[config.mk]
export PLATFORM = sky130hd
export DESIGN_NAME = rpm_reset_pin_manager
export DESIGN_NICKNAME = d
export VERILOG_FILES = /design/src/rtl/rpm_pkg.sv /design/src/rtl/rpm_reset_pin_manager.sv
export SDC_FILE = /design/constraint.sdc
export NUM_CORES = 1
export LEC_CHECK = 0
export ABC_AREA = 0
export BUFFER_PORTS_ARGS = -buffer_cell sky130_fd_sc_hd__buf_4
export CORE_MARGIN = 2
export CORE_UTILIZATION = 51
export DETAILED_ROUTE_END_ITERATION = 7
export PLACE_DENSITY = 0.79
export SLEW_MARGIN = 40
export SYNTH_ARGS = -nofsm -noshare
export SYNTH_HDL_FRONTEND = slang
export SYNTH_SLANG_ARGS = --single-unit
[constraint.sdc]
create_clock -name i_mclk -period 2.06 [get_ports i_mclk]
set_input_delay 0.206 -clock i_mclk [delete_from_list [all_inputs] [get_ports i_mclk]]
set_output_delay 0.206 -clock i_mclk [all_outputs]
set_load 0.02 [all_outputs]
[src/rtl/rpm_pkg.sv]
package rpm_pkg;

  // register offsets
  localparam logic [7:0] KEY_LOW_OFFSET = 8'h47;
  localparam logic [7:0] KEY_HIGH_OFFSET = 8'h48;
  localparam logic [7:0] FLAGS_OFFSET = 8'h49;
  localparam logic [7:0] KEY_RESET = 8'h00;
  // unlock pattern for the shared pin
  localparam logic [7:0] KEY_LOW_UNLOCK = 8'h55;
  localparam logic [7:0] KEY_HIGH_UNLOCK = 8'hAA;
  // flags register bit positions
  localparam int FLAG_SUPPLY_POS = 2;
  localparam int FLAG_WATCHDOG_POS = 1;
  // sequence timing in cpu cycles
  localparam int DELAY_FAST_CYCLES = 512;
  localparam int DELAY_SLOW_CYCLES = 256;
  localparam int FETCH_CYCLES = 2;
  // minimum output pulse, ns, and derived count (rounded up)
  localparam int MIN_OUT_PULSE_NS = 20;
  localparam int CLK_PERIOD_NS = 4;
  localparam int MIN_OUT_PULSE_CYCLES = (MIN_OUT_PULSE_NS + CLK_PERIOD_NS - 1) / CLK_PERIOD_NS;

  typedef enum logic [1:0] {
    SEQ_IDLE,
    SEQ_ACTIVE,
    SEQ_DELAY,
    SEQ_FETCH
  } rpm_state_t;

  typedef struct packed {
    logic [7:0] addr;
    logic [7:0] wdata;
    logic wr;
    logic rd;
  } rpm_bus_t;

endpackage

[src/rtl/rpm_reset_pin_manager.sv]
// Behaviour
// RULE1: reset pin is open-drain; low in senses a request, only ever driven low.
// RULE2: outside party holds the pin low for the minimum input pulse width.
// RULE3: external low request is caught asynchronously, with no clock needed.
// RULE4: with supply detector off, board holds pin low until supply is good.
// RULE5: low-supply indication holds a static reset; detector gives the hysteresis.
// RULE6: pin is driven low for the whole supply-drop reset.
// RULE7: a configuration input enables the supply-drop source; disabled means no reset.
// RULE8: watchdog underflow starts reset, pin held low at least minimum output pulse.
// RULE9: illegal opcode or prebyte starts the same reset sequence.
// RULE10: supply-drop reset after watchdog reset wins and clears the watchdog flag.
// RULE11: both pin-function key registers clear to zero on every reset.
// RULE12: each key register accepts one write between resets; reads always work.
// RULE13: with both keys zero the shared pin is the reset pin.
// RULE14: shared pin becomes port A bit 3 output only on 55h and AAh.
// RULE15: once output, software cannot restore the reset function.
// RULE16: internal resets clear both keys, returning the pin to reset function.
// RULE17: pin stays low through the delay phase, whatever the source.
// RULE18: delay is 512 cycles for fast or external clock, 256 for slow.
// RULE19: two cycles of vector fetch follow the delay phase.
// RULE20: any key pattern other than the exact one keeps the reset function.
`timescale 1ns/100ps
`default_nettype none

module rpm_reset_pin_manager #(
  parameter int DELAY_FAST = rpm_pkg::DELAY_FAST_CYCLES,
  parameter int DELAY_SLOW = rpm_pkg::DELAY_SLOW_CYCLES,
  parameter int OUT_PULSE = rpm_pkg::MIN_OUT_PULSE_CYCLES
) (
  // clock and power-on reset
  input wire logic i_mclk,
  input wire logic i_resetn,
  // register port
  input wire logic [7:0] i_addr,
  input wire logic [7:0] i_wdata,
  input wire logic i_wr,
  input wire logic i_rd,
  output logic [7:0] o_rdata,
  // reset sources and configuration
  input wire logic i_supply_low,
  input wire logic i_supply_detector_en,
  input wire logic i_watchdog_underflow,
  input wire logic i_illegal_opcode,
  input wire logic i_slow_clock_sel,
  // shared pin: reset or port A bit 3
  input wire logic i_pin,
  output logic o_pin,
  output logic o_pin_oe,
  input wire logic i_port_a_bit3_output,
  // reset to the core
  output logic o_core_resetn,
  output logic o_pin_is_gpio
);

  localparam int CW = $clog2(DELAY_FAST + 1) + 1;

  // counter width follows the longest phase; pulse and fetch counts must fit too
  // a slow delay above the fast one would turn the oscillator choice upside down
  initial begin
    if (DELAY_FAST < 1) begin
      $error("rpm_reset_pin_manager: fast delay must be at least one cycle");
    end
    if (DELAY_SLOW < 1) begin
      $error("rpm_reset_pin_manager: slow delay must be at least one cycle");
    end
    if (DELAY_SLOW > DELAY_FAST) begin
      $error("rpm_reset_pin_manager: slow delay longer than fast delay");
    end
    if (OUT_PULSE < 1) begin
      $error("rpm_reset_pin_manager: output pulse must be at least one cycle");
    end
    if (OUT_PULSE >= (1 << CW)) begin
      $error("rpm_reset_pin_manager: output pulse does not fit the counter");
    end
    if (rpm_pkg::FETCH_CYCLES >= (1 << CW)) begin
      $error("rpm_reset_pin_manager: fetch phase does not fit the counter");
    end
  end

  //////////////////////////////////////////////////////////////////////////////
  // request decode

  rpm_pkg::rpm_bus_t bus;
  rpm_pkg::rpm_state_t state;
  rpm_pkg::rpm_state_t next_state;
  logic [7:0] key_low;
  logic [7:0] key_high;
  logic key_low_done;
  logic key_high_done;
  logic flag_supply;
  logic flag_watchdog;
  logic [CW-1:0] count;
  logic [CW-1:0] next_count;
  logic ext_req_n;
  logic ext_sync1;
  logic ext_sync2;
  logic pin_gpio;
  logic [2:0] oe_hist;
  logic [7:0] flags_word;

  assign bus = '{addr: i_addr, wdata: i_wdata, wr: i_wr, rd: i_rd};

  // gpio mode exact pattern only
  wire unlocked = (key_low == rpm_pkg::KEY_LOW_UNLOCK)
      && (key_high == rpm_pkg::KEY_HIGH_UNLOCK); // RULE14 RULE20
  wire supply_rst = i_supply_low && i_supply_detector_en; // RULE5 RULE7
  wire internal_req = supply_rst || i_watchdog_underflow || i_illegal_opcode; // RULE9
  // external request only counts while the pin has its reset function
  // and while the block is not sinking the pin itself; a board request that
  // overlaps an own pulse is merged into it rather than seen as a new one
  wire self_drive = o_pin_oe || (|oe_hist);
  wire ext_req = ext_sync2 && !pin_gpio && !self_drive; // RULE13 RULE1
  wire any_req = internal_req || ext_req;
  wire key_clear = any_req; // RULE16
  // oscillator choice sets the settle time; the slow clock needs fewer cycles
  wire [CW-1:0] delay_len = i_slow_clock_sel ? CW'(DELAY_SLOW) : CW'(DELAY_FAST); // RULE18

  //////////////////////////////////////////////////////////////////////////////
  // register decode

  wire wr_low = bus.wr && bus.addr == rpm_pkg::KEY_LOW_OFFSET && !key_low_done; // RULE12
  wire wr_high = bus.wr && bus.addr == rpm_pkg::KEY_HIGH_OFFSET && !key_high_done; // RULE12
  wire rd_flags = bus.rd && bus.addr == rpm_pkg::FLAGS_OFFSET;
  // flags word from the bit positions; unused bits read zero
  always_comb begin
    flags_word = 8'h00;
    flags_word[rpm_pkg::FLAG_SUPPLY_POS] = flag_supply;
    flags_word[rpm_pkg::FLAG_WATCHDOG_POS] = flag_watchdog;
  end
  wire [7:0] rd_mux = (bus.addr == rpm_pkg::KEY_LOW_OFFSET) ? key_low
      : (bus.addr == rpm_pkg::KEY_HIGH_OFFSET) ? key_high
      : rd_flags ? flags_word : 8'h00;
  wire seq_busy = state != rpm_pkg::SEQ_IDLE;
  // pin low while active or delay phase, or supply low with the detector enabled
  wire drive_low = supply_rst || state == rpm_pkg::SEQ_ACTIVE
      || state == rpm_pkg::SEQ_DELAY; // RULE6 RULE17 RULE8

  //////////////////////////////////////////////////////////////////////////////
  // asynchronous capture of the external pin

  // low on pin clears the capture without a clock edge, so halt mode still resets
  always_ff @(posedge i_mclk or negedge i_pin) begin
    if (!i_pin) begin
      ext_req_n <= 1'b0; // RULE3 RULE1
    end else begin
      ext_req_n <= 1'b1;
    end
  end

  // only the second stage is read downstream; the first may still be settling
  always_ff @(posedge i_mclk or negedge i_resetn) begin
    if (!i_resetn) begin
      ext_sync1 <= 1'b0;
      ext_sync2 <= 1'b0;
    end else begin
      ext_sync1 <= !ext_req_n;
      ext_sync2 <= ext_sync1;
    end
  end

  //////////////////////////////////////////////////////////////////////////////
  // own-drive shadow

  // the pin reaches ext_sync2 up to three edges after the block lets go,
  // so the mask trails o_pin_oe by as many edges
  // reset value high: the block sinks the pin from power-on
  wire [2:0] oe_src = {oe_hist[1:0], o_pin_oe};
  for (genvar stage = 0; stage < 3; stage++) begin : g_oe_hist
    always_ff @(posedge i_mclk or negedge i_resetn) begin
      if (!i_resetn) begin
        oe_hist[stage] <= 1'b1;
      end else begin
        oe_hist[stage] <= oe_src[stage];
      end
    end
  end

  //////////////////////////////////////////////////////////////////////////////
  // reset sequence

  // idle, active (minimum pulse, then while a source holds), delay, fetch
  // a new request in delay or fetch restarts the active phase
  always_comb begin
    next_state = state;
    next_count = count;
    unique case (state)
      rpm_pkg::SEQ_IDLE: begin
        if (any_req) begin
          next_state = rpm_pkg::SEQ_ACTIVE;
          next_count = CW'(OUT_PULSE);
        end
      end
      rpm_pkg::SEQ_ACTIVE: begin
        // stay active while any source holds; minimum pulse first
        if (count > CW'(1)) begin
          next_count = count - CW'(1); // RULE8
        end else if (!any_req) begin
          next_state = rpm_pkg::SEQ_DELAY;
          next_count = delay_len;
        end
      end
      rpm_pkg::SEQ_DELAY: begin
        if (any_req) begin
          next_state = rpm_pkg::SEQ_ACTIVE;
          next_count = CW'(OUT_PULSE);
        end else if (count > CW'(1)) begin
          next_count = count - CW'(1); // RULE18
        end else begin
          next_state = rpm_pkg::SEQ_FETCH;
          next_count = CW'(rpm_pkg::FETCH_CYCLES);
        end
      end
      rpm_pkg::SEQ_FETCH: begin
        if (any_req) begin
          next_state = rpm_pkg::SEQ_ACTIVE;
          next_count = CW'(OUT_PULSE);
        end else if (count > CW'(1)) begin
          next_count = count - CW'(1); // RULE19
        end else begin
          next_state = rpm_pkg::SEQ_IDLE;
          next_count = '0;
        end
      end
    endcase
  end

  // power-on puts the sequence in its active phase
  always_ff @(posedge i_mclk or negedge i_resetn) begin
    if (!i_resetn) begin
      state <= rpm_pkg::SEQ_ACTIVE;
      count <= CW'(OUT_PULSE);
    end else begin
      state <= next_state;
      count <= next_count;
    end
  end

  //////////////////////////////////////////////////////////////////////////////
  // pin-function keys

  // any reset event clears keys; power-on also via i_resetn
  // each key has its own lock, so a half-written pair stays half-written
  always_ff @(posedge i_mclk or negedge i_resetn) begin
    if (!i_resetn) begin
      key_low <= rpm_pkg::KEY_RESET; // RULE11
      key_low_done <= 1'b0;
    end else if (key_clear) begin
      key_low <= rpm_pkg::KEY_RESET; // RULE11 RULE16
      key_low_done <= 1'b0;
    end else if (wr_low) begin
      // write-once: no other path back to the reset function
      key_low <= bus.wdata; // RULE12 RULE15
      key_low_done <= 1'b1;
    end
  end

  // same lock scheme for the high key
  always_ff @(posedge i_mclk or negedge i_resetn) begin
    if (!i_resetn) begin
      key_high <= rpm_pkg::KEY_RESET; // RULE11
      key_high_done <= 1'b0;
    end else if (key_clear) begin
      key_high <= rpm_pkg::KEY_RESET; // RULE11 RULE16
      key_high_done <= 1'b0;
    end else if (wr_high) begin
      key_high <= bus.wdata; // RULE12 RULE15
      key_high_done <= 1'b1;
    end
  end

  // reset-cause flags; a read clears them
  // a new cause in the same cycle as the read wins
  always_ff @(posedge i_mclk or negedge i_resetn) begin
    if (!i_resetn) begin
      flag_supply <= 1'b0;
    end else if (supply_rst) begin
      flag_supply <= 1'b1; // RULE10
    end else if (rd_flags) begin
      flag_supply <= 1'b0;
    end
  end

  // supply-drop outranks the watchdog cause and wipes its flag
  always_ff @(posedge i_mclk or negedge i_resetn) begin
    if (!i_resetn) begin
      flag_watchdog <= 1'b0;
    end else if (supply_rst) begin
      flag_watchdog <= 1'b0; // RULE10
    end else if (i_watchdog_underflow) begin
      flag_watchdog <= 1'b1;
    end else if (rd_flags) begin
      flag_watchdog <= 1'b0;
    end
  end

  //////////////////////////////////////////////////////////////////////////////
  // outputs

  // the port owns the pin only while no reset request is pending,
  // so a request takes the pin back at once and never drives it high
  wire next_gpio = unlocked && !any_req; // RULE14 RULE20
  wire next_pin = next_gpio && i_port_a_bit3_output; // RULE1
  wire next_pin_oe = next_gpio || drive_low
      || next_state == rpm_pkg::SEQ_ACTIVE; // RULE6 RULE17
  wire next_core_resetn = !seq_busy && !any_req;
  wire [7:0] next_rdata = bus.rd ? rd_mux : 8'h00;

  always_ff @(posedge i_mclk or negedge i_resetn) begin
    if (!i_resetn) begin
      pin_gpio <= 1'b0; // RULE13
      o_pin_is_gpio <= 1'b0;
      o_pin <= 1'b0;
      o_pin_oe <= 1'b1;
    end else begin
      pin_gpio <= next_gpio; // RULE14 RULE20
      o_pin_is_gpio <= next_gpio;
      o_pin <= next_pin; // RULE1
      o_pin_oe <= next_pin_oe;
    end
  end

  // core held through active, delay and fetch, released one edge after fetch
  always_ff @(posedge i_mclk or negedge i_resetn) begin
    if (!i_resetn) begin
      o_core_resetn <= 1'b0;
    end else begin
      o_core_resetn <= next_core_resetn; // RULE19
    end
  end

  // read data stand for one cycle, zero otherwise
  always_ff @(posedge i_mclk or negedge i_resetn) begin
    if (!i_resetn) begin
      o_rdata <= 8'h00;
    end else begin
      o_rdata <= next_rdata;
    end
  end

endmodule // rpm_reset_pin_manager

`default_nettype wire

==> results of run 1 <==
[metal layers]
layer  GRT usage, %  routed length, µm
met3          5.556                355
met1          27.64               2412
met4          11.31                235
met2          38.79               2876
met5              0                  0
[state kept, by name, summed over array words and instances, names as in the netlist, 2 cells and up]
register  count
count        11
key_high      8
key_low       8
o_rdata       8
oe_hist       3
state         2
[stage by stage]
stage	setup TNS (ns)	setup slack, ns	instance area [µm²]	instances	total power [mW]
5_1_grt	-0.1703	-0.04722	3181	369	3.101
3_3_place_gp	0	0.1238	2998	359	2.085
6_report	0	0.05048	3181	369	2.910
2_1_floorplan	0	0.07470	2506	246	1.789
3_5_place_dp	0	0.07721	2998	359	2.116
4_1_cts	0	0.02975	3139	369	2.884
[area by class of cell]
class / count / area (µm²)
clock inverter: 2 / 38.79
inverter: 6 / 22.52
multi-input combinational: 178 / 1195
fill: 381 / 1543
timing repair buffer: 59 / 473.0
sequential: 51 / 1285
clock buffer: 6 / 82.58
tap: 67 / 83.83
[logic make-up after synthesis]
kind of cell	after synthesis	synth area share (%)
flip-flops	51	51.27
adder cells (fa/ha/maj)	2	0.9983
buffers and inverters	17	2.946
multiplexers	18	7.239
AND/OR/NAND/NOR	111	24.91
AO/OA/AOI/OAI	46	12.48
other	1	0.1496
[synthesized netlist by cell type (4+ instances only)]
master | count | area share (%)
clkbuf_1 | 6 | 0.90
nand2_1 | 12 | 1.8
nand3_1 | 5 | 1.0
nor4_1 | 7 | 1.7
dfstp_2 | 7 | 7.3
dfrtp_1 | 44 | 44
nor3_1 | 7 | 1.4
a22oi_1 | 6 | 1.8
o21ai_0 | 6 | 1.2
a21oi_1 | 12 | 2.4
and3_1 | 5 | 1.2
and4_1 | 4 | 1.4
o211ai_1 | 4 | 1.2
mux2i_1 | 17 | 6.8
nor2_1 | 34 | 5.1
inv_1 | 6 | 0.90
nor2b_1 | 11 | 2.7
[power groups by stage]
| stage | registers [mW] | logic [mW] | clock network, mW |
|---|---|---|---|
| global route | 1.33 | 0.949 | 0.821 |
| finish | 1.31 | 0.856 | 0.748 |
| CTS | 1.29 | 0.825 | 0.766 |
| global placement | 1.30 | 0.782 | 0 |
| floorplan | 1.24 | 0.544 | 0 |
| detailed placement | 1.31 | 0.804 | 0 |
[worst min path at each step]
| stage | startpoint | end | depth (start not counted) | slack [ns] |
|---|---|---|---|---|
| after global routing | i_supply_detector_en | flag_watchdog | 2 | 0.05 |
| after global placement | i_pin | ext_req_n | 1 | -0.02 |
| final | i_supply_detector_en | flag_watchdog | 2 | 0.07 |
| after CTS | i_supply_detector_en | flag_watchdog | 2 | 0.06 |
| after detailed placement | i_pin | ext_req_n | 1 | -0.02 |
| after floorplan | i_resetn | count[10] | 0 | -0.09 |
[what timing repair did]
action	CTS	global route
endpoints found under the hold margin	44	0
endpoints found under the setup margin	0	5
hold buffers	2	0
resized for setup	0	7
==> metrics.txt, run 1 <==
H-tree Lvls=2; Worst Hold Class=input pin to register; Die Span Y=~74 µm; GRT Residual Overflow=0; Clock Pin Slew Worst Setup and Hold Paths=0.10 ns; Core Box Area=4723 µm²; Vias=around 2100; initial antenna violation count=0; DP HPWL=between 4000 and 5000 µm; Period Utilization, post-route=97.55%; TritonCTS buffer count=5; Mapped Cells=246; Final Util=between 60% and 70%; I/O pin total=39; critical path endpoint=count[7]; largest net degree at the start of global routing=between 50 and 60; Power Density=slightly above 900 nW/µm²; most frequent cells in the layout=buf_4 (55), dfrtp_1 (44), nor2_1 (34); Net Sw Frac=33.25%; CTS tree=done; maxcap violations=0; All-Layer GR Usage=23.01%; max incr delay on CP=about 0.6 ns; CP Buf/Inv Count=2; CTS max path bufs=2; Min Hold Slack=0.06733 ns; post-layout net count=330; Diodes inserted=0; Req. time, crit path=2.26 ns; Sw Pwr=~0.97 mW; Reg-to-Reg Start=count[0]; DRC violations left=0; Hold Vio Cnt, Final=0; Post-synth EDFFs=0; Flop pwr share=44.9%; Synth Net Count=between 200 and 300; Clk Latency, worst-skew pair=0.31 ns; flops & latches, synth=51; Synth Flop Type=dfrtp_1; Final ANT Viol Nets=0; measured slew at the worst slew-check pin=0.6228 ns; Starting Density=between 50 and 60%; first-pass GRT wire length=9404 µm; Avg Inst Size Synth=10.19 µm²; most used cell, CP=buf_4; routability congestion estimate=0.8706; Final Critical Period=2.010 ns; Rel. slew slack=58.48%; Critical Path Start=count[0]; Static Leak=1.353 nW; setup bufs post-CTS=0; startpoint types=register; Post-Syn Area=2506 µm²; Layout area overhead=26.91%; Synth warnings=0; most common cell after layout, fill and taps aside=buf_4; r2r setup slk=around 0.05 ns; WP depth=8; DR iter-0 viols=181; critical-path cell list=ha_1, o21bai_1, buf_4, and4_2, nor2_1, a211oi_1, buf_4, nor4_1; root buf cell=clkbuf_8; Max rail drop VDD=around 0.00065 V; die width=74.10 µm; reg2reg path depth=8; layout cells sized above 1=between 20% and 30%; IO Port Bufs=38; Internal Power=approximately 1.9 mW; clock skew=0.01075 ns; sequential element share of the synthesized area=about half; post-DR wirelength/cell=15.93 µm; critical path fanouts, max=7; Crit Path Category=register to register; Post-synth ARST share=100.0%; Clock power frac=25.7%; library cells used by synthesis=between 50 and 60; status=finished, final reports clean; clock sinks=approximately 50; First-pass DRT Iterations=7; Via density=5.818; Reg2Reg Capture Point=count[7]; # setup viols final=0; crit-path leading delay family=flip-flops; crit path max-delay cell type=dfstp_2; achievable clock frequency=497.6 MHz; crit path DAT=about 2.2 ns; vias in the first global route=~2100; combinational fraction of design power=between 20 and 30%; max-slew violation count=0; drt total wl=5880 µm; Worst Setup End Kind=register; die footprint=5491 µm²; std cell rows=25
Note: power is estimated with default switching activity, not from simulation.
==> inputs of run 2 (changes only) <==
--- a/config.mk
+++ b/config.mk
@@ -5,12 +5,12 @@
 export SDC_FILE = /design/constraint.sdc
 export NUM_CORES = 1
 export LEC_CHECK = 0
-export ABC_AREA = 0
+export ABC_AREA = 1
 export BUFFER_PORTS_ARGS = -buffer_cell sky130_fd_sc_hd__buf_4
 export CORE_MARGIN = 2
 export CORE_UTILIZATION = 51
 export DETAILED_ROUTE_END_ITERATION = 7
-export PLACE_DENSITY = 0.79
+export PLACE_DENSITY = 0.78
 export SLEW_MARGIN = 40
 export SYNTH_ARGS = -nofsm -noshare
 export SYNTH_HDL_FRONTEND = slang
==> run 2 against run 1 <==
  * Die area is 5.3% higher
  * Clock skew is 0.00064 ns higher
  * Non-clock buffer count is 16 lower
  * Worst hold slack better by 0.019 ns
  * Combinational power is 87% lower
  * Final area is 0.28% lower
  * Clock power is 8.8% higher
  * Largest cell class unchanged
==> metrics.txt, run 2 <==
Finished Layout Cells=about 440; Post-synth ARST share=100.0%; placed cells=432; die width=76.04 µm; Post-synth EDFFs=0; vias in the first global route=2120; post-DR wirelength/cell=12.57 µm; Synth warnings=0; First-pass DRT Iterations=5; Final Util=between 60% and 70%; status=finished, final reports clean; Clock power frac=42.0%; setup_tns=0 ns; Via density=5.043; clock skew=0.01139 ns; Synth Net Count=354; Period Utilization, post-route=between 70% and 80%; Power Density=roughly 600 nW/µm²; GRT Residual Overflow=0; TritonCTS buffer count=5; crit path max-delay cell type=dfstp_2; drt total wl=5558 µm; layout cells sized above 1=24.19%; initial antenna violation count=0; All-Layer GR Usage=about a fifth; Sw Pwr=0.3995 mW; most frequent cells after synthesis=nand2_1 (83), dfrtp_1 (44), nand3_1 (39); Flop pwr share=52.0%; Net Sw Frac=between 20% and 30%; Starting Density=between 50% and 60%; Max rail drop VDD=0.0003089 V; RSZ-0062 raised after global routing=no; Internal Power=about 1.5 mW; DR iter-0 viols=204; die footprint=between 5000 and 6000 µm²; routability congestion estimate=~0.9; Hold Vio Cnt, Final=0; Yosys top cell by area=dfrtp_1; std cell rows=26; startpoint types=register; most used cell, CP=nand2_1; Req. time, crit path=2.26 ns; CTS tree=done; largest net degree at the start of global routing=51; first-pass GRT wire length=9411 µm; cell with the most instances after synthesis=nand2_1; DRC violations left=0; clock sinks=51; sequential element share of the synthesized area=48.56%; I/O pin total=39; max-slew violation count=0; max incr delay on CP=between 0.5 and 0.6 ns; measured slew at the worst slew-check pin=around 0.62 ns; Synth Flop Type=dfrtp_1; Final Critical Period=1.633 ns; achievable clock frequency=between 600 and 700 MHz; Worst Hold Class=input pin to register; maxcap violations=0; CTS max path bufs=2; Final ANT Viol Nets=0; Core Box Area=5042 µm²; M2 GR Usage=35.80%; Crit Path Category=register to register; Die Span Y=76.04 µm; Synth top area share=around two fifths; DP HPWL=4141 µm; critical path fanouts, max=12; grt peak-use layer=met2; Static Leak=around 1.6 nW; root buf cell=clkbuf_8; Mapped Cells=approximately 330; IO Port Bufs=38; Vias=approximately 2200; H-tree Lvls=2; # setup viols final=0; post-layout net count=400; Layout area overhead=19.86%; Rel. slew slack=58.98%; Diodes inserted=0; most common cell after layout, fill and taps aside=nand2_1; Post-Syn Area=2646 µm²; library cells used by synthesis=40; Clock Pin Slew Worst Setup and Hold Paths=0.09 ns; Top reg by flops=count; Worst Setup End Kind=register; setup bufs post-CTS=0; crit path DAT=1.83 ns; Avg Inst Size Synth=8.142 µm²; max reg flops=11; most frequent cells in the layout=nand2_1 (83), dfrtp_1 (44), buf_4 (41); combinational fraction of design power=5.9%; top cells by area, synth=dfrtp_1 (42%), nand2_1 (12%), nand3_1 (7.4%); Clk Latency, worst-skew pair=0.30 ns; grt met1 use=23.59%; r2r setup slk=0.43 ns; flops & latches, synth=51; number of fill cells=439; GRT met3 Usage=3.910%; critical-path cell list=ha_1, nand2_1, nor2_2, nand2_1, nand2_4, inv_2, nand2_2, nand3_1, nand2_1, nor2_1
## run 2: cell families (layout without fill, tap and decap cells)
kind of cell	count (synthesis)	count (layout)	synth area share, %
compound gates	34	34	7.848
simple gates	188	188	33.76
xor+xnor	5	5	1.655
flops	51	51	48.56
fa+ha+maj	2	2	0.9455
other cells	1	1	0.1417
buf+inv	44	91	7.092
## run 2: power by group through the flow
stage	sequential, mW	clock [mW]	combinational, mW
after detailed placement	1.03	0	0.114
final	1.01	0.814	0.115
after CTS	1.01	0.835	0.118
after floorplan	1.03	0	0.0388
after global placement	1.03	0	0.112
after global routing	1.01	0.874	0.130
## run 2: worst paths after layout
check,start,to,depth (start not counted)
worst max-delay path,count[0],count[10],10
worst min-delay path,i_supply_detector_en,flag_watchdog,2
worst max register to register,count[0],count[10],10
worst min register to register,oe_hist[0],oe_hist[1],0
max in group asynchronous,i_resetn,count[3],2
min in group asynchronous,i_pin,ext_req_n,2
## run 2: metrics by stage
step / hold slack [ns] / setup WS [ns] / power, mW / area (µm²)
2_1_floorplan: -0.08959 / 0.6276 / 1.066 / 2646
3_3_place_gp: -0.01808 / 0.5078 / 1.139 / 3015
3_5_place_dp: -0.01625 / 0.4575 / 1.142 / 3015
4_1_cts: 0.07237 / 0.4240 / 1.961 / 3172
5_1_grt: 0.07522 / 0.3016 / 2.013 / 3172
6_report: 0.08583 / 0.4266 / 1.938 / 3172
## run 2: repair_timing
action                    4_1_cts  5_1_grt
hold buffers                    2        0
hold endpoints to repair       44        0
resized for setup               0        0
## run 2: final cells by class
class,count,area (µm²),share of cell area (%)
Clock buffer,5,68.82,2.170
Clock inverter,3,67.56,2.130
Inverter,40,161.4,5.089
Multi-Input combinational cell,230,1174,37.00
Sequential cell,51,1285,40.51
Tap cell,70,87.58,2.761
Timing Repair Buffer,43,327.8,10.34
## run 2: worst max-delay path: cells and delay by family, from the launching register on
kind                       cells  cell delay (ns)
buffers and inverters          1             0.10
DFF                            1             0.55
adders and majority gates      1             0.15
and+or+nand+nor                8             0.72
## run 2: per-layer routing
layer / wire length, µm / vias to the layer above
met5: 0 / -
met4: 55 / 0
met3: 242 / 6
met2: 2979 / 53
met1: 2281 / 1034
li1: - / 1136
==> inputs of run 3 (changes only) <==
--- a/config.mk
+++ b/config.mk
@@ -8,9 +8,9 @@
 export ABC_AREA = 1
 export BUFFER_PORTS_ARGS = -buffer_cell sky130_fd_sc_hd__buf_4
 export CORE_MARGIN = 2
-export CORE_UTILIZATION = 51
+export CORE_UTILIZATION = 57
 export DETAILED_ROUTE_END_ITERATION = 7
-export PLACE_DENSITY = 0.78
+export PLACE_DENSITY = 0.83
 export SLEW_MARGIN = 40
 export SYNTH_ARGS = -nofsm -noshare
 export SYNTH_HDL_FRONTEND = slang
==> constraint.sdc (replaced) <==
create_clock -name i_mclk -period 1.6 [get_ports i_mclk]
set_input_delay 0.16 -clock i_mclk [delete_from_list [all_inputs] [get_ports i_mclk]]
set_output_delay 0.16 -clock i_mclk [all_outputs]
set_load 0.02 [all_outputs]
==> run 3 against run 2 <==
  * Sequential share of layout area is 0.94 points lower
  * Via count up 6.7%
  * Non-clock buffer count rose by 11
  * Global-route usage is 4.6 points higher
  * Setup slack worse by 0.39 ns
  * Combinational power up 33%
  * Largest power group unchanged
==> metrics.txt, run 3 (synthesized netlist as in run 2, its figures left out) <==
status=finished, final reports clean; Layout area overhead=22.93%; Crit Path Category=register to register; root buf cell=clkbuf_8; maxcap violations=0; vias in the first global route=roughly 2300; startpoint types=register; post-layout net count=411; clock sinks=between 50 and 60; measured slew at the worst slew-check pin=0.6162 ns; Post-DP Area=3038 µm²; crit path DAT=1.76 ns; hold wc startpoint=i_supply_detector_en; first-pass GRT wire length=9804 µm; Worst Hold Class=input pin to register; Vias=~2400; std cell rows=24; max reg flops=11; CTS max path bufs=2; largest net degree at the start of global routing=51; most common cell after layout, fill and taps aside=nand2_1; First-pass DRT Iterations=5; CTS tree=done; Worst Setup End Kind=register; achievable clock frequency=639.0 MHz; GRT Residual Overflow=0; die width=72.14 µm; setup_tns=0 ns; Final ANT Viol Nets=0; Starting Density=59.95%; Req. time, crit path=1.79 ns; most used cell, CP=nand2_1; final non-filler cell area=around 3300 µm²; Die Span Y=72.14 µm; Diodes inserted=0; Power Density=between 700 and 800 nW/µm²; most frequent cells in the layout=nand2_1 (80), buf_4 (52), dfrtp_1 (42); Final Critical Period=1.565 ns; TritonCTS buffer count=5; DP HPWL=4423 µm; Clock Pin Slew Worst Setup and Hold Paths=0.09 ns; crit path max-delay cell type=dfstp_2; clock skew=~0.014 ns; layout cells sized above 1=between 20% and 30%; Critical Path Start=count[0]; post-DR wirelength/cell=13.92 µm; Clk Latency, worst-skew pair=0.31 ns; max-slew violation count=0; Via density=5.469; All-Layer GR Usage=~24%; IO Port Bufs=38; drt total wl=6056 µm; Rel. slew slack=between 50% and 60%; routability congestion estimate=0.9391; DR iter-0 viols=130; RSZ-0062 raised after global routing=yes; DRC violations left=0; # setup viols final=0; max incr delay on CP=0.55 ns; critical path fanouts, max=4; Hold Vio Cnt, Final=0; Core Box Area=4414 µm²; Period Utilization, post-route=a little over nine tenths; initial antenna violation count=0; Static Leak=between 1.5 and 2 nW; I/O pin total=39; Reg-to-Reg Start=count[0]; H-tree Lvls=2; critical-path cell list=inv_1, ha_1, nand2_2, inv_1, nand2_1, nand2_1, nand2_1, nor2_2, o211ai_1, nand3_1; die footprint=around 5200 µm²; Max rail drop VDD=0.0006006 V; Top reg by flops=count
==> run 3: cell count changes in the layout (fill, tap and decap cells not counted), sizes merged <==
cell,previous run,this run
clkbuf,5,7
buf,41,52
bufinv,2,1
clkinvlp,1,0
==> run 3: area by class of cell <==
class | count | area (µm²)
fillers | 342 | 1161
clock buffers | 7 | 76.32
inverters | 40 | 168.9
flip-flops and latches | 51 | 1287
repair buffers | 54 | 410.4
well taps | 52 | 65.06
multi-input cells | 230 | 1215
clock inverters | 1 | 30.03
==> run 3: worst max-delay path, delay by kind of cell (launching register included) <==
family                   cells  cell delay [ns]
adder cells (fa/ha/maj)      1             0.24
AND/OR/NAND/NOR              6             0.40
buffers and inverters        2             0.15
flip-flops                   1             0.55
AO/OA/AOI/OAI                1             0.09
==> run 3: path summary, 6_finish.rpt <==
kind,slack [ns],end,cells past startpoint
worst max-delay path,0.03,count[6],10
worst min-delay path,0.01,flag_watchdog,2
worst max register to register,0.03,count[6],10
worst min register to register,0.35,ext_sync2,0
max in group asynchronous,0.76,count[5],2
min in group asynchronous,0.17,ext_req_n,2
==> run 3: metrics by stage <==
stage                     total power, mW  setup WS (ns)  hold slack, ns  utilization [%]  cells
after floorplan                     1.372         0.1676         -0.1356                -    325
after global placement              1.471        0.07241        -0.06460            68.82    420
after detailed placement            1.473        0.04149        -0.06379            68.82    420
after CTS                           2.355        0.02124        0.008974            71.68    430
after global routing                2.415       -0.05185         0.01362            73.70    435
final                               2.347        0.03494         0.01456            73.70    435
==> run 3: power breakdown <==
group | internal [mW] | total (mW) | switching, mW
Sequential | 1.30 | 1.30 | 0.00272
Clock | 0.468 | 0.897 | 0.428
Combinational | 0.0648 | 0.153 | 0.0879
Total | 1.83 | 2.35 | 0.519
==> run 3: metal layers <==
metal	vias to the layer above	global-route usage (%)	part of all wire (%)
met4	0	10.69	1.9
met2	77	44.75	54
li1	1159	-	-
met1	1132	27.16	38
met5	-	0	0
met3	11	5.000	5.7
==> run 3: repair_timing <==
| action | in CTS | in global routing |
|---|---|---|
| endpoints found under the hold margin | 44 | 0 |
| hold buffers | 2 | 0 |
| setup buffers | 0 | 5 |
| gates resized for setup | 0 | 17 |
| endpoints found under the setup margin | 0 | 11 |
